File: src/shared/i2c_port_regs.svh
// constants for the two-wire slave register port
`ifndef I2C_PORT_REGS_SVH
`define I2C_PORT_REGS_SVH
`define CLK_MHZ      100
`define SCL_MAX_KHZ  400
`define GLITCH_NS    50
`define GLITCH_CYC   ((`GLITCH_NS * `CLK_MHZ + 999) / 1000)
`define ADDR_PREFIX  3'h6
`define GLOBAL_ADDR  7'h0C
`define BCAST_CMD    8'h18
`define NUM_CMD      9
`define PART_FIRST   8'h0A
`define PART_LAST    8'h0C
// part number bytes, values are arbitrary
`define PART_NUM0    8'h5A
`define PART_NUM1    8'hA5
`define PART_NUM2    8'h3C
`define DEF_CONFIG   8'h0C
`define DEF_PWM      8'h00
`define DEF_ADIM     8'hFF
`define DEF_STATEN   8'hFF
`define DEF_REG9     8'h00
`define STRAP_GND    2'h0
`define STRAP_FLOAT  2'h1
`define STRAP_VCC    2'h2
`endif

File: src/shared/i2c_port_pkg.sv
// types shared by the two-wire slave register port
package i2c_port_pkg;
	typedef logic [8:0][7:0] cmd_bank_t;
	typedef struct packed {
		logic sclRise;
		logic sclFall;
		logic start;
		logic stop;
		logic sda;
	} bus_evt_t;
	typedef enum logic [9:0] {
		ST_IDLE     = 10'h001,
		ST_ADDR     = 10'h002,
		ST_ADDR_ACK = 10'h004,
		ST_SUB      = 10'h008,
		ST_SUB_ACK  = 10'h010,
		ST_DATA     = 10'h020,
		ST_DATA_ACK = 10'h040,
		ST_READ     = 10'h080,
		ST_READ_ACK = 10'h100,
		ST_IGNORE   = 10'h200
	} port_state_t;
endpackage

File: src/verilog/i2c_slave_register_port.sv
// two-wire slave port with holding and command latches
`include "i2c_port_regs.svh"

module i2c_slave_register_port
	import i2c_port_pkg::*;
(
	input  wire logic      mclk,
	input  wire logic      resetn,
	input  wire logic      sclIn,
	input  wire logic      sdaIn,
	output logic           sdaOut,
	output logic           sdaOe,
	input  wire logic [1:0] strapLowIn,
	input  wire logic [1:0] strapHighIn,
	input  wire logic      supplyOkIn,
	output cmd_bank_t      cmdRegs,
	output logic           i2cMode,
	output logic           dimSyncPulse,
	output logic           commitPulse
);

	// reset value of each command register
	function automatic logic [7:0] defaultOf(input int idx);
		case (idx)
			0:       defaultOf = `DEF_CONFIG;
			1, 2, 3, 4: defaultOf = `DEF_PWM;
			5, 6:    defaultOf = `DEF_ADIM;
			7:       defaultOf = `DEF_STATEN;
			default: defaultOf = `DEF_REG9;
		endcase
	endfunction

	// sub-address selects an implemented command register
	function automatic logic isCmd(input logic [7:0] p);
		isCmd = (p >= 8'h01) && (p <= 8'(`NUM_CMD));
	endfunction

	// three-level strap pair to low address nibble
	function automatic logic [3:0] strapDecode(input logic [1:0] hi,
		input logic [1:0] lo);
		logic [1:0] h;
		logic [1:0] l;
		h = (hi == 2'h3) ? `STRAP_FLOAT : hi;
		l = (lo == 2'h3) ? `STRAP_FLOAT : lo;
		case ({h, l})
			{`STRAP_GND, `STRAP_FLOAT}:   strapDecode = 4'h1;
			{`STRAP_GND, `STRAP_VCC}:     strapDecode = 4'h3;
			{`STRAP_FLOAT, `STRAP_GND}:   strapDecode = 4'h4;
			{`STRAP_FLOAT, `STRAP_FLOAT}: strapDecode = 4'h5;
			{`STRAP_FLOAT, `STRAP_VCC}:   strapDecode = 4'h7;
			{`STRAP_VCC, `STRAP_GND}:     strapDecode = 4'hC;
			{`STRAP_VCC, `STRAP_FLOAT}:   strapDecode = 4'hD;
			{`STRAP_VCC, `STRAP_VCC}:     strapDecode = 4'hF;
			default:                      strapDecode = 4'h0;
		endcase
	endfunction

	logic [1:0]  lineMeta_ff;
	logic [1:0]  lineSync_ff;
	logic [1:0]  lineFilt;
	logic [1:0]  linePrev_ff;
	logic        supMeta_ff;
	logic        supSync_ff;
	logic [3:0]  strapMeta_ff;
	logic [3:0]  strapSync_ff;
	logic [3:0]  strapAddr_ff;
	logic        strapDone_ff;
	logic        i2cMode_ff;
	logic        ready;
	bus_evt_t    evt;
	port_state_t state_ff;
	logic [3:0]  bitCnt_ff;
	logic [7:0]  shift_ff;
	logic [7:0]  txByte_ff;
	logic [7:0]  ptr_ff;
	logic        isGlobal_ff;
	logic        bcast_ff;
	logic        mAck_ff;
	logic        sdaOe_ff;
	logic        dimSync_ff;
	logic        pending_ff;
	logic        commit_ff;
	logic        byteDone;
	logic        holdWr;
	logic        addrHit;
	logic [7:0]  rdByte;
	cmd_bank_t   hold_ff;
	cmd_bank_t   active_ff;

	// two-stage synchronisers for bus lines, straps and supply monitor
	always_ff @(posedge mclk or negedge resetn) begin
		if (!resetn) begin
			lineMeta_ff  <= 2'h3;
			lineSync_ff  <= 2'h3;
			supMeta_ff   <= 1'b0;
			supSync_ff   <= 1'b0;
			strapMeta_ff <= 4'h0;
			strapSync_ff <= 4'h0;
		end else begin
			lineMeta_ff  <= {sdaIn, sclIn};
			lineSync_ff  <= lineMeta_ff;
			supMeta_ff   <= supplyOkIn;
			supSync_ff   <= supMeta_ff;
			strapMeta_ff <= {strapHighIn, strapLowIn};
			strapSync_ff <= strapMeta_ff;
		end
	end

	// line takes a new level only after it stays there GLITCH_CYC cycles
	// sized so 400 kHz clock high and low times pass untouched
	generate
		for (genvar g = 0; g < 2; g++) begin : gFilt
			logic [2:0] cnt_ff;
			logic       filt_ff;
			always_ff @(posedge mclk or negedge resetn) begin
				if (!resetn) begin
					cnt_ff  <= 3'h0;
					filt_ff <= 1'b1;
				end else if (lineSync_ff[g] == filt_ff) begin
					cnt_ff <= 3'h0;
				end else if (cnt_ff == 3'(`GLITCH_CYC - 1)) begin
					cnt_ff  <= 3'h0;
					filt_ff <= lineSync_ff[g];
				end else begin
					cnt_ff <= cnt_ff + 3'h1;
				end
			end
			assign lineFilt[g] = filt_ff;
		end
	endgenerate

	// previous filtered levels for edge detection
	always_ff @(posedge mclk or negedge resetn) begin
		if (!resetn) begin
			linePrev_ff <= 2'h3;
		end else begin
			linePrev_ff <= lineFilt;
		end
	end

	// bus events from the filtered lines
	always_comb begin
		evt.sclRise = lineFilt[0] & ~linePrev_ff[0];
		evt.sclFall = ~lineFilt[0] & linePrev_ff[0];
		evt.start   = lineFilt[0] & linePrev_ff[0] & linePrev_ff[1] &
			~lineFilt[1];
		evt.stop    = lineFilt[0] & linePrev_ff[0] & ~linePrev_ff[1] &
			lineFilt[1];
		evt.sda     = lineFilt[1];
	end

	// straps caught once after reset or supply recovery
	always_ff @(posedge mclk or negedge resetn) begin
		if (!resetn) begin
			strapAddr_ff <= 4'h0;
			strapDone_ff <= 1'b0;
			i2cMode_ff   <= 1'b0;
		end else if (!supSync_ff) begin
			strapDone_ff <= 1'b0;
			i2cMode_ff   <= 1'b0;
		end else if (!strapDone_ff) begin
			strapDone_ff <= 1'b1;
			strapAddr_ff <= strapDecode(strapSync_ff[3:2],
				strapSync_ff[1:0]);
			i2cMode_ff   <= (strapSync_ff != 4'h0);
		end
	end

	assign ready    = supSync_ff & strapDone_ff;
	assign byteDone = evt.sclFall && (bitCnt_ff == 4'h8);
	assign addrHit  = (shift_ff[7:1] == {`ADDR_PREFIX, strapAddr_ff}) ||
		(shift_ff[7:1] == `GLOBAL_ADDR);
	assign holdWr   = (state_ff == ST_DATA) && byteDone &&
		isCmd(ptr_ff);

	// read mux returns holding latches, then part number bytes
	always_comb begin
		rdByte = 8'h00;
		for (int i = 0; i < `NUM_CMD; i++) begin
			if (ptr_ff == 8'(i + 1)) begin
				rdByte = hold_ff[i];
			end
		end
		case (ptr_ff)
			`PART_FIRST:     rdByte = `PART_NUM0;
			8'(`PART_FIRST + 1): rdByte = `PART_NUM1;
			`PART_LAST:      rdByte = `PART_NUM2;
			default:         ;
		endcase
	end

	// byte engine: receive, acknowledge and transmit
	always_ff @(posedge mclk or negedge resetn) begin
		if (!resetn) begin
			state_ff    <= ST_IDLE;
			bitCnt_ff   <= 4'h0;
			shift_ff    <= 8'h00;
			txByte_ff   <= 8'h00;
			ptr_ff      <= 8'h00;
			isGlobal_ff <= 1'b0;
			bcast_ff    <= 1'b0;
			mAck_ff     <= 1'b0;
			sdaOe_ff    <= 1'b0;
		end else if (!ready) begin
			state_ff <= ST_IDLE;
			ptr_ff   <= 8'h00;
			sdaOe_ff <= 1'b0;
		end else if (evt.stop) begin
			state_ff <= ST_IDLE;
			sdaOe_ff <= 1'b0;
		end else if (evt.start) begin
			state_ff  <= ST_ADDR;
			bitCnt_ff <= 4'h0;
			sdaOe_ff  <= 1'b0;
		end else begin
			case (state_ff)
				ST_ADDR, ST_SUB, ST_DATA: begin
					if (evt.sclRise && bitCnt_ff < 4'h8) begin
						shift_ff  <= {shift_ff[6:0], evt.sda};
						bitCnt_ff <= bitCnt_ff + 4'h1;
					end
					if (byteDone) begin
						if (state_ff == ST_ADDR && !addrHit) begin
							state_ff <= ST_IGNORE;
						end else if (state_ff == ST_ADDR) begin
							sdaOe_ff    <= 1'b1;
							isGlobal_ff <= (shift_ff[7:1] == `GLOBAL_ADDR);
							state_ff    <= ST_ADDR_ACK;
						end else if (state_ff == ST_SUB) begin
							sdaOe_ff <= 1'b1;
							state_ff <= ST_SUB_ACK;
							bcast_ff <= isGlobal_ff && (shift_ff == `BCAST_CMD);
							if (!(isGlobal_ff && shift_ff == `BCAST_CMD)) begin
								ptr_ff <= shift_ff;
							end
						end else begin
							sdaOe_ff <= 1'b1;
							state_ff <= ST_DATA_ACK;
						end
					end
				end
				ST_ADDR_ACK: begin
					if (evt.sclFall) begin
						bitCnt_ff <= 4'h0;
						if (shift_ff[0]) begin
							txByte_ff <= {rdByte[6:0], 1'b0};
							sdaOe_ff  <= ~rdByte[7];
							bitCnt_ff <= 4'h1;
							state_ff  <= ST_READ;
						end else begin
							sdaOe_ff <= 1'b0;
							state_ff <= ST_SUB;
						end
					end
				end
				ST_SUB_ACK: begin
					if (evt.sclFall) begin
						sdaOe_ff  <= 1'b0;
						bitCnt_ff <= 4'h0;
						state_ff  <= bcast_ff ? ST_IGNORE : ST_DATA;
					end
				end
				ST_DATA_ACK: begin
					if (evt.sclFall) begin
						sdaOe_ff <= 1'b0;
						state_ff <= ST_IGNORE;
					end
				end
				ST_READ: begin
					if (evt.sclFall && bitCnt_ff == 4'h8) begin
						sdaOe_ff <= 1'b0;
						state_ff <= ST_READ_ACK;
					end else if (evt.sclFall) begin
						sdaOe_ff  <= ~txByte_ff[7];
						txByte_ff <= {txByte_ff[6:0], 1'b0};
						bitCnt_ff <= bitCnt_ff + 4'h1;
					end
				end
				ST_READ_ACK: begin
					if (evt.sclRise) begin
						mAck_ff <= ~evt.sda;
					end
					if (evt.sclFall && mAck_ff) begin
						txByte_ff <= {rdByte[6:0], 1'b0};
						sdaOe_ff  <= ~rdByte[7];
						bitCnt_ff <= 4'h1;
						state_ff  <= ST_READ;
					end else if (evt.sclFall) begin
						state_ff <= ST_IGNORE;
					end
				end
				ST_IDLE, ST_IGNORE: ;
				default: state_ff <= ST_IDLE;
			endcase
		end
	end

	// broadcast command pulses the dimming counter sync, no register write
	always_ff @(posedge mclk or negedge resetn) begin
		if (!resetn) begin
			dimSync_ff <= 1'b0;
		end else begin
			dimSync_ff <= ready && (state_ff == ST_SUB) && byteDone &&
				isGlobal_ff && (shift_ff == `BCAST_CMD);
		end
	end

	// pending data commits at STOP; a new write wins over the clear
	always_ff @(posedge mclk or negedge resetn) begin
		if (!resetn) begin
			pending_ff <= 1'b0;
			commit_ff  <= 1'b0;
		end else if (!ready) begin
			pending_ff <= 1'b0;
			commit_ff  <= 1'b0;
		end else begin
			pending_ff <= holdWr | (pending_ff & ~evt.stop);
			commit_ff  <= evt.stop & pending_ff;
		end
	end

	// holding latches load on acknowledge of the data byte
	always_ff @(posedge mclk or negedge resetn) begin
		if (!resetn) begin
			for (int i = 0; i < `NUM_CMD; i++) begin
				hold_ff[i] <= defaultOf(i);
			end
		end else begin
			for (int i = 0; i < `NUM_CMD; i++) begin
				if (!supSync_ff) begin
					hold_ff[i] <= defaultOf(i);
				end else if (holdWr && ptr_ff == 8'(i + 1)) begin
					hold_ff[i] <= shift_ff;
				end
			end
		end
	end

	// command latches copy the holding latches at STOP
	always_ff @(posedge mclk or negedge resetn) begin
		if (!resetn) begin
			for (int i = 0; i < `NUM_CMD; i++) begin
				active_ff[i] <= defaultOf(i);
			end
		end else begin
			for (int i = 0; i < `NUM_CMD; i++) begin
				if (!supSync_ff) begin
					active_ff[i] <= defaultOf(i);
				end else if (ready && evt.stop && pending_ff) begin
					active_ff[i] <= hold_ff[i];
				end
			end
		end
	end

	// open-drain data: only ever pulls low
	assign sdaOut       = 1'b0;
	assign sdaOe        = sdaOe_ff;
	assign cmdRegs      = active_ff;
	assign i2cMode      = i2cMode_ff;
	assign dimSyncPulse = dimSync_ff;
	assign commitPulse  = commit_ff;

endmodule
File: config.mk
export PLATFORM = sky130hd
export DESIGN_NAME = i2c_slave_register_port
export DESIGN_NICKNAME = d
export VERILOG_FILES = /design/src/shared/i2c_port_pkg.sv /design/src/verilog/i2c_slave_register_port.sv
export VERILOG_INCLUDE_DIRS = /design/src /design/src/shared
export SDC_FILE = /design/constraint.sdc
export NUM_CORES = 1
export LEC_CHECK = 0
export BUFFER_PORTS_ARGS = -buffer_cell sky130_fd_sc_hd__clkbuf_2
export CAP_MARGIN = 40
export CORE_MARGIN = 1
export CORE_UTILIZATION = 40
export DETAILED_ROUTE_END_ITERATION = 6
export PLACE_DENSITY = 0.58
export SYNTH_ARGS = -nofsm -noshare
export SYNTH_HDL_FRONTEND = slang
export SYNTH_SLANG_ARGS = --single-unit
File: constraint.sdc
create_clock -name mclk -period 2.6 [get_ports mclk]
set_input_delay 0.13 -clock mclk [delete_from_list [all_inputs] [get_ports mclk]]
set_output_delay 0.13 -clock mclk [all_outputs]
set_load 0.02 [all_outputs]
* Yosys cells after proc, flatten, opt, wreduce, memory -nomap -nowiden
Memory sizes are Yosys's and may differ from the RTL's. A register that Yosys moved wholly into a read port is not among the register bits.
Cells that the tools add are included.
** Storage, ports and cells
- Output and inout port bits :: 77
- Logic and storage cells :: 298
- Flip-flop bits (word level) :: 215
- Input port bits :: 9
- Memory bits (read-only) :: 64
- Memories :: 1
** Cells by class
- Add/sub/neg operators :: 3
- Equal/unequal tests :: 72
- Magnitude comparators :: 3
- Mux-type cells :: 108
- Bitwise gates (word level) :: 24
- Reductions and logical operators :: 44
** Memories
- (no name shown) :: words 16, width 4, read ports 1, clocked after Yosys merged registers in 1, wr ports 0, line i2c_slave_register_port.sv:45 : case ({h, l})
** Operators by type and width (number)
- $mux W8 :: 60
- $mux W10 :: 11
- $pmux W10 S7 :: 1
- $pmux W8 S3 :: 2
- $eq A8 B4 Y1 const B :: 5
- $eq A8 B3 Y1 const B :: 4
- $ne A5 B5 Y1 const B :: 6
- $mux W4 :: 7
- $ne A2 B1 Y1 const B :: 13
- $logic_and A1 B1 Y1 :: 23
- $ne A2 B2 Y1 const B :: 11
- $pmux W4 S5 :: 1
- $ne A3 B3 Y1 const B :: 6
- $reduce_and A9 Y1 :: 2
- $mux W1 :: 17
- $eq A8 B2 Y1 const B :: 2
- $reduce_and A8 Y1 :: 2
- $reduce_and A5 Y1 :: 3
- $mux W7 :: 2
- $reduce_and A7 Y1 :: 2
- $not A1 Y1 :: 13
- $mux W3 :: 4
- $and A1 B1 Y1 :: 10
- $eq A10 B1 Y1 const B :: 1
- other kinds (37) :: 46

* Longest topological paths before layout
Gate-level depths: netlist (run 1).
- Depth after elaboration :: 18
- Gate-level depth with buffers :: 9
- Depth with buffers taken out :: 8

* Worst setup path after synthesis (run 1)
Ideal clock, no wire load.
- Kind :: register to register
- From :: register state_ff[3]
- To :: register hold_ff[64] in the netlist's numbering
- Period minus slack after synthesis :: 2.114 ns
- Stages on the path, launching flop included :: 8
- Path buffers :: 1
- Arrival :: 1.994 ns
- Slack :: 0.486 ns
- Cell sequence :: dfrtp_1 > buf_2 > nor2_1 > and4_4 > nand2_2 > nor4_4 > mux2i_1 > nor2b_1
** On the way
- Word-level cells in the longest chain between the ends :: 5
** RTL lines
- from (decl) :: line i2c_slave_register_port.sv:71 : port_state_t state_ff;
- from (signal assigned) :: line i2c_slave_register_port.sv:260 : state_ff <= bcast_ff ? ST_IGNORE : ST_DATA;
- $eq A10 B6 Y1 :: line i2c_slave_register_port.sv:173 : assign holdWr = (state_ff == ST_DATA) && byteDone &&
- $logic_and A1 B1 Y1 (2 in a row) :: line i2c_slave_register_port.sv:173
- $logic_and A1 B1 Y1 :: line i2c_slave_register_port.sv:332 : end else if (holdWr && ptr_ff == 8'(i + 1)) begin
- $ne A2 B1 Y1 (no line)
- to (signal, indexed assignment) :: line i2c_slave_register_port.sv:326 : hold_ff[i] <= defaultOf(i);
- to (signal, indexed assignment) :: line i2c_slave_register_port.sv:331 : hold_ff[i] <= defaultOf(i);
- to (signal, indexed assignment) :: line i2c_slave_register_port.sv:333 : hold_ff[i] <= shift_ff;
- to (decl) :: line i2c_slave_register_port.sv:87 : cmd_bank_t hold_ff;
Every way passes these cells.
A chain may end at the register's enable or synchronous reset.

* Worst setup path after layout (run 1)
- From :: register bitCnt_ff[0]
- To :: register hold_ff[37] in the netlist's numbering
** On the way
- Word-level cells in the longest chain between the ends :: 6
** RTL lines
- from (decl) :: line i2c_slave_register_port.sv:72 : logic [3:0] bitCnt_ff;
- from (signal assigned) :: line i2c_slave_register_port.sv:220 : bitCnt_ff <= bitCnt_ff + 4'h1;
- from (signal assigned) :: line i2c_slave_register_port.sv:276 : bitCnt_ff <= bitCnt_ff + 4'h1;
- $eq A4 B4 Y1 :: line i2c_slave_register_port.sv:170 : assign byteDone = evt.sclFall && (bitCnt_ff == 4'h8);
- $logic_and A1 B1 Y1 :: line i2c_slave_register_port.sv:170
- $logic_and A1 B1 Y1 (2 in a row) :: line i2c_slave_register_port.sv:173
- $logic_and A1 B1 Y1 :: line i2c_slave_register_port.sv:332
- $ne A2 B1 Y1 (no line)
Every way passes these cells.

==> impl_metrics.ini, run 1 <==
[worst_setup_path]
cp_slowest_cell = nor3_2
rr_endpoint = hold_ff[37]
crit_type = reg -> reg
cp_top_family = simple AND/OR/NAND/NOR gates
r2r_start = bitCnt_ff[0]
r2r_slack_ns = 0.22
worstPathRequired_ns = 3.04
critical_path_buf_inv_count = 1
path_cells = inv_1 > ha_1 > and3b_1 > and2_1 > nand4_4 > nor3_2 > nand2_1 > a21boi_0
crit_fanout = 10
reg2reg_depth = 8
arrival_ns = 2.82
worst_setup_path_start_kind = register
setup.worst_path.end_class = register
cpPeakStageDelay_ns = 0.53

[synthesis]
synthCells = 1060
seq_area_frac_synth = 0.534
synth_flop_cell = dfrtp_1
synth_cell_types = 73
synth_area_per_cell_um2 = 9.78
syn_nets = 1075
async_flop_share = 1.00
syn_area_mm2 = 0.0104
synth_edf_count = 0
yosys_register_bits = 218
ys_warn_count = 0

[cts]
clk_pin_slew_ns = 0.06
tritoncts = yes
numCtsBuffers = 25
clock_latency_ns = 0.52
clock_path_buffers = 3
cts_root_buf = clkbuf_16
cts.sinks = 218
htreeDepth = 1

[global_routing]
grtUsageTotal = 0.216
grt_pass1_vias = 7730
grt_max_degree = 148
antenna_found_initial = 0
grt_pass1_wl_um = 45100
grt-ovfl-total = 0

[placement]
dpl.hpwl_um = 19000
io_buffers = 84
routabilityCongestion = 0.891

[run]
max_cap_viol_count = 0

[timing]
fin_skew_ns = 0.00870
setup_viol = 0
min_period_over_period = 0.915
rsz0062_at_grt = no
max_freq_ghz = 0.420
finalSetupTns_ns = 0
min_period_ns = 2.38
hold_violations = 0
worst_pin_slew_ns = 0.788
max_slew_margin = 0.475
drv_slew = 0

[pwr]
ir_drop_uv = 515
finalPower_mw = 7.57
powerDensity_mw_per_mm2 = 618
leakagePower_nw = 5.53

[routing]
via_per_inst = 5.43
vias = 8141
dr.pass1.iters = 5
routed_wl_um = 28100
drcViolationCount = 0
drt.antenna.violating_nets = 0
drtIter0Drc = 644
wl_per_cell_um = 18.8

[floorplan]
rows = 58
io_pins = 86
die_w_um = 163
start_util = 0.409
die-area_mm2 = 0.0266
core_mm2 = 0.0253
die_y_um = 163

[run_status]
status = finished clean

[final_layout]
drive_above_1_share = 0.235
diodes = 0
n_fill_cell = 2377
fin_nets = 1165
area_growth_pct = 18.2

[worst_hold_path]
hp-class = in -> async
[placed cells by master, fill, tap and decap left out, types with 34 or more instances in the layout]
| cell | netlist | routed |
|---|---|---|
| dfrtp_1 | 157 | 156 |
| mux2i_1 | 47 | 47 |
| o21ai_0 | 34 | 34 |
| nor2_1 | 36 | 36 |
| nand2_1 | 259 | 259 |
| clkbuf_2 | 2 | 83 |
| a21boi_0 | 36 | 36 |
| buf_4 | 1 | 42 |
| nand3_1 | 83 | 82 |
| dfstp_2 | 61 | 61 |
[power breakdown]
group	internal [mW]	switching (mW)	leakage, nW
combinational	0.180	0.256	2.33
clock	2.10	1.43	0.400
sequential	3.51	0.0997	2.80
total	5.79	1.78	5.53
[layout make-up]
cell class / instances / area, µm² / area share
Timing Repair Buffer: 140 / 946 / 0.0772
Clock buffer: 37 / 712 / 0.0581
Inverter: 16 / 60.1 / 0.00490
Multi-Input combinational cell: 749 / 4480 / 0.366
Sequential cell: 218 / 5540 / 0.452
Tap cell: 330 / 413 / 0.0337
Clock inverter: 9 / 108 / 0.00878
[routing by layer]
metal / share of wire / GRT usage / wire length, µm
met5: 0 / 0 / 0
met4: 0.019 / 0.0463 / 539
met3: 0.058 / 0.0308 / 1630
met1: 0.50 / 0.341 / 14000
met2: 0.43 / 0.310 / 12000
[through the flow]
step / hold WS [ns] / setup slack (ns) / util / std cells / cell area, µm²
floorplan: -0.166 / 0.486 / - / 1060 / 10400
global placement: 0.128 / 0.0391 / 0.447 / 1443 / 11300
detailed placement: 0.127 / 0.156 / 0.447 / 1443 / 11300
CTS: 0.168 / 0.130 / 0.483 / 1497 / 12200
global route: 0.191 / 0.0184 / 0.484 / 1499 / 12300
finish: 0.152 / 0.222 / 0.484 / 1499 / 12300
[logic make-up (layout without fill, tap and decap cells)]
| kind of cell | Yosys count | count (layout) | synth area share |
|---|---|---|---|
| compound gates | 171 | 171 | 0.113 |
| xor+xnor | 12 | 12 | 0.0101 |
| fa+ha+maj | 6 | 6 | 0.00724 |
| buf+inv | 93 | 202 | 0.0357 |
| flops | 218 | 218 | 0.534 |
| mux | 67 | 67 | 0.0693 |
| other cells | 1 | 1 | 0.000362 |
| simple gates | 492 | 492 | 0.230 |
[worst max path at each step]
stage	slack (ns)	from	end	cells after the start
after global routing	0.02	bitCnt_ff[0]	hold_ff[12]	10
after CTS	0.13	state_ff[5]	state_ff[3]	7
after global placement	0.04	state_ff[5]	state_ff[5]	7
final	0.22	bitCnt_ff[0]	hold_ff[37]	8
after detailed placement	0.16	bitCnt_ff[0]	hold_ff[4]	8
after floorplan	0.49	state_ff[3]	hold_ff[64]	7
[flip-flops by register name (all words and copies together) (netlist names), 2 cells and up]
signal and cells:
shift_ff 8, bitCnt_ff 4, gFilt.cnt_ff 6, txByte_ff 7, lineSync_ff 2, lineMeta_ff 2
ptr_ff 8, strapMeta_ff 4, linePrev_ff 2, cmdRegs 72, strapAddr_ff 4, state_ff 10
gFilt.filt_ff 2, hold_ff 72, strapSync_ff 4
[worst register-to-register path: stages, from the launching register on]
cell and delay (ns):
dfrtp_1 0.41, inv_1 0.14, ha_1 0.15, and3b_1 0.21, and2_1 0.30, nand4_4 0.25
nor3_2 0.53, nand2_1 0.13, a21boi_0 0.19
[synth_stat cells (all sizes together), types with 3 or more instances]
cell type	instances	area share
nor2b	28	0.017
nand4b	6	0.0051
o31ai	4	0.0029
and4	3	0.0028
dfrtp	157	0.38
a211o	4	0.0034
mux2i	47	0.045
a211oi	5	0.0036
a21oi	24	0.012
xor2	5	0.0042
nor3	12	0.0089
o221ai	5	0.0042
buf	20	0.0091
o211ai	4	0.0029
nor2	37	0.014
nor4	10	0.012
nand2	260	0.094
nand2b	7	0.0042
a21boi	42	0.030
a22o	8	0.0068
o2bb2ai	6	0.0051
nand3	84	0.041
a31oi	4	0.0024
mux2	18	0.020
clkbuf	57	0.021
o22ai	8	0.0048
dfstp	61	0.15
and2	4	0.0024
nand4	13	0.0093
a22oi	3	0.0022
ha	6	0.0072
or3	5	0.0030
and3	6	0.0036
o21ai	35	0.017
nor3b	7	0.0051
inv	16	0.0058
or2	3	0.0018
xnor2	7	0.0059
[what timing repair did]
action	CTS	global route
hold endpoints to repair	72	0
resized for setup	0	2
setup endpoints to repair	0	17
buffers inserted	0	2
hold buffers	8	0
Power figures use the tool's default switching activity.
==> inputs of run 2 (changes only) <==
--- a/config.mk
+++ b/config.mk
@@ -14,2 +14,3 @@
 export PLACE_DENSITY = 0.58
+export SETUP_SLACK_MARGIN = 0.05
 export SYNTH_ARGS = -nofsm -noshare
==> constraint.sdc (replaced) <==
create_clock -name mclk -period 2.6 [get_ports mclk]
set_input_delay 0.26 -clock mclk [delete_from_list [all_inputs] [get_ports mclk]]
set_output_delay 0.26 -clock mclk [all_outputs]
set_load 0.02 [all_outputs]
==> impl_metrics.ini, run 2 (synthesis gave the netlist of run 1 again) <==
[global_routing]
grt-ovfl-total = 0
antenna_found_initial = 0
grt_pass1_vias = 7978
grtUsageTotal = 0.219
grt_max_degree = 78
grt_pass1_wl_um = 45700

[final_layout]
area_growth_pct = 17.8
drive_above_1_share = 0.232
diodes = 0
final_cell_mix = nand2_1, dfrtp_1, clkbuf_2
fin_nets = 1162
final_common_cell = nand2_1
n_fill_cell = 2341

[timing]
max_slew_margin = 0.596
timing.hold.ws_ns = 0.294
setup_viol = 0
drv_slew = 0
max_freq_ghz = 0.428
min_period_ns = 2.34
finalSetupTns_ns = 0
fin_skew_ns = 0.0294
rsz0062_at_grt = no
worst_pin_slew_ns = 0.602
min_period_over_period = 0.899
hold_violations = 0

[routing]
met3_length_um = 1400
drt.antenna.violating_nets = 0
routed.top_layer = met4
via_per_inst = 5.43
drtIter0Drc = 745
wl_met1_um = 14100
vias = 8123
routed_wl_um = 28100
drcViolationCount = 0
dr.pass1.iters = 5
dr_wl_met2_um = 12200
wl_per_cell_um = 18.8

[cts]
htreeDepth = 1
clock_latency_ns = 0.54
clk_pin_slew_ns = 0.06
cts.sinks = 218
cts_root_buf = clkbuf_16
clock_path_buffers = 3
tritoncts = yes
numCtsBuffers = 25

[floorplan]
die_y_um = 163
start_util = 0.409
rows = 58
core_mm2 = 0.0253
io_pins = 86
die_w_um = 163
die-area_mm2 = 0.0266

[worst_setup_path]
crit_type = reg -> reg
setup.worst_path.end_class = register
worst_setup_path_start_kind = register
worstPathRequired_ns = 3.03
crit_fanout = 8
arrival_ns = 2.77

[pwr]
powerDensity_mw_per_mm2 = 617
cellInternalPower_mw = 5.76
pwr-share-clk = 0.465
p_switching_mw = 1.78
p_comb_frac = 0.058
ir_drop_uv = 388
leakagePower_nw = 5.51
switching_share = 0.237
seqPwrFrac = 0.478

[placement]
io_buffers = 84
dpl.hpwl_um = 19300
routabilityCongestion = 0.885

[worst_hold_path]
hp-class = in -> async

[run_status]
status = finished clean

[run]
max_cap_viol_count = 0
[run 2: critical path, cell delays in order (launching register included)]
cell       delay, ns
dfrtp_1         0.50
xor2_1          0.20
nand4_1         0.20
nand3_1         0.25
a21oi_1         0.51
nand3_1         0.36
o2bb2ai_1       0.24
[run 2: power by group through the flow]
| stage | combinational (mW) | sequential (mW) | clock [mW] |
|---|---|---|---|
| 2_1_floorplan | 0.294 | 3.61 | 0 |
| 3_3_place_gp | 0.427 | 3.65 | 0 |
| 3_5_place_dp | 0.427 | 3.66 | 0 |
| 4_1_cts | 0.441 | 3.60 | 3.59 |
| 5_1_grt | 0.498 | 3.62 | 3.71 |
| 6_report | 0.435 | 3.60 | 3.50 |
[run 2: path summary, 6_finish.rpt]
| check | start | to | slack (ns) | cells past startpoint |
|---|---|---|---|---|
| worst max-delay path | state_ff[5] | state_ff[3] | 0.26 | 6 |
| worst min-delay path | resetn | gFilt[1].cnt_ff[2] | 0.29 | 2 |
| worst max register to register | state_ff[5] | state_ff[3] | 0.26 | 6 |
| worst min register to register | strapMeta_ff[2] | strapSync_ff[2] | 0.35 | 0 |
| max in group asynchronous | resetn | linePrev_ff[0] | 1.56 | 3 |
| min in group mclk | strapMeta_ff[2] | strapSync_ff[2] | 0.35 | 0 |
[run 2: timing repair]
action | CTS | global route
setup endpoints to repair | 0 | 6
setup buffers | 0 | 0
gates resized for setup | 0 | 1
hold endpoints to repair | 65 | 0
hold buffers | 8 | 0
[run 2: routing by layer]
metal  track usage  vias up
li1              -     3840
met1         0.342     4032
met2         0.320      221
met3        0.0285       30
met4        0.0480        0
met5             0        -
[run 2: area by class of cell]
type	count	area, µm²	area share
well taps	330	413	0.0338
clock inverters	9	105	0.00860
multi-input cells	749	4470	0.366
inverters	16	60.1	0.00492
repair buffers	137	931	0.0762
clock buffers	37	701	0.0574
flip-flops and latches	218	5540	0.453
[run 2: through the flow]
step | setup slack (ns) | instances | util | total power [mW] | instance area (µm²)
floorplan | 0.486 | 1060 | - | 3.91 | 10400
global placement | 0.234 | 1441 | 0.446 | 4.08 | 11300
detailed placement | 0.260 | 1442 | 0.447 | 4.09 | 11300
CTS | 0.214 | 1496 | 0.482 | 7.63 | 12200
global route | 0.0927 | 1496 | 0.482 | 7.82 | 12200
finish | 0.263 | 1496 | 0.482 | 7.54 | 12200
==> inputs of run 3 (changes only) <==
- HOLD_SLACK_MARGIN: not set -> 0.06
- PLACE_DENSITY: 0.58 -> not set
==> impl_metrics.ini, run 3 (synthesis gave the netlist of run 1 again) <==
[global_routing]
grtUsageTotal = 0.212
antenna_found_initial = 0
grt_max_degree = 148
grt-ovfl-total = 0
grt_pass1_wl_um = 44400
grt_pass1_vias = 7719

[timing]
drv_slew = 0
finalSetupTns_ns = 0
max_slew_margin = 0.584
rsz0062_at_grt = yes
min_period_ns = 2.40
worst_pin_slew_ns = 0.625
timing.hold.ws_ns = 0.323
max_freq_ghz = 0.417
fin_skew_ns = 0.0341
hold_violations = 0
setup_viol = 0
min_period_over_period = 0.922

[floorplan]
die-area_mm2 = 0.0266
die_w_um = 163
io_pins = 86
start_util = 0.409
die_y_um = 163
rows = 58
core_mm2 = 0.0253

[final_layout]
final_cell_mix = nand2_1, dfrtp_1, clkbuf_2
post-route-util = 0.485
diodes = 0
area_growth_pct = 18.5
final_common_cell = nand2_1
drive_above_1_share = 0.239
fin_nets = 1161
n_fill_cell = 2321
final_cell_area_mm2 = 0.0123

[run]
max_cap_viol_count = 0

[worst_setup_path]
crit_type = reg -> reg
critical_path_buf_inv_count = 1
crit_fanout = 12
cp_top_family = simple AND/OR/NAND/NOR gates
cp_slowest_cell = nor3_2
cpPeakStageDelay_ns = 0.45
path_cells = nor4_4 > nor2b_1 > nand4_4 > buf_4 > nor3_2 > nand2_1 > a21boi_0
worst_setup_path_start_kind = register
setup.worst_path.end_class = register
worstPathRequired_ns = 3.01
arrival_ns = 2.81

[worst_hold_path]
hp-class = in -> async

[placement]
io_buffers = 84
routabilityCongestion = 0.892
dpl.hpwl_um = 18600
dpl_cell_area_mm2 = 0.0113

[routing]
wl_per_cell_um = 18.4
via_per_inst = 5.45
routed_wl_um = 27500
drtIter0Drc = 636
drcViolationCount = 0
drt.antenna.violating_nets = 0
vias = 8147
dr.pass1.iters = 6

[cts]
cts.sinks = 218
cts_root_buf = clkbuf_16
clock_path_buffers = 3
postCtsSetupRepairBufs = 0
htreeDepth = 1
tritoncts = yes
clk_pin_slew_ns = 0.06
numCtsBuffers = 26
clock_latency_ns = 0.54

[run_status]
status = finished clean

[pwr]
leakagePower_nw = 5.55
powerDensity_mw_per_mm2 = 636
ir_drop_uv = 410
[run 3: worst paths after layout]
path                                 start         endpoint  slack [ns]  depth (start not counted)
min                                 resetn       cmdRegs[5]        0.32                          2
max                              ptr_ff[7]      hold_ff[39]        0.20                          7
min reg2reg                strapMeta_ff[2]  strapSync_ff[2]        0.34                          0
max in group asynchronous           resetn      cmdRegs[46]        1.51                          3
max reg2reg                      ptr_ff[7]      hold_ff[39]        0.20                          7
min in group mclk          strapMeta_ff[2]  strapSync_ff[2]        0.34                          0
[run 3: cell type report]
class	count	area [µm²]	share of cell area
Inverter	16	60.1	0.00489
Clock inverter	14	133	0.0108
Sequential cell	218	5540	0.451
Multi-Input combinational cell	749	4480	0.364
Clock buffer	34	774	0.0630
Tap cell	330	413	0.0336
Timing Repair Buffer	135	896	0.0729
[run 3: per-layer routing]
| layer | global-route usage | up-vias | wire, µm |
|---|---|---|---|
| li1 | - | 3841 | - |
| met1 | 0.331 | 4026 | 13600 |
| met2 | 0.307 | 249 | 12000 |
| met3 | 0.0344 | 31 | 1540 |
| met4 | 0.0429 | 0 | 375 |
| met5 | 0 | - | 0 |
[run 3: timing repair]
| item | 4_1_cts | 5_1_grt |
|---|---|---|
| hold buffers | 8 | 0 |
| gates resized for setup | 0 | 2 |
| hold endpoints to repair | 76 | 0 |
| endpoints found under the setup margin | 0 | 11 |
[run 3: power by group]
part           internal (mW)  switching [mW]
logic                  0.177           0.253
registers               3.51          0.0964
clock network           2.30            1.48
total                   5.98            1.83
[run 3: metrics by stage]
| stage | total power [mW] | setup WS (ns) | instances |
|---|---|---|---|
| floorplan | 3.91 | 0.486 | 1060 |
| CTS | 7.91 | 0.160 | 1496 |
| finish | 7.81 | 0.203 | 1496 |
| global route | 8.10 | 0.0458 | 1496 |
| detailed placement | 4.09 | 0.160 | 1440 |
| global placement | 4.07 | 0.183 | 1440 |
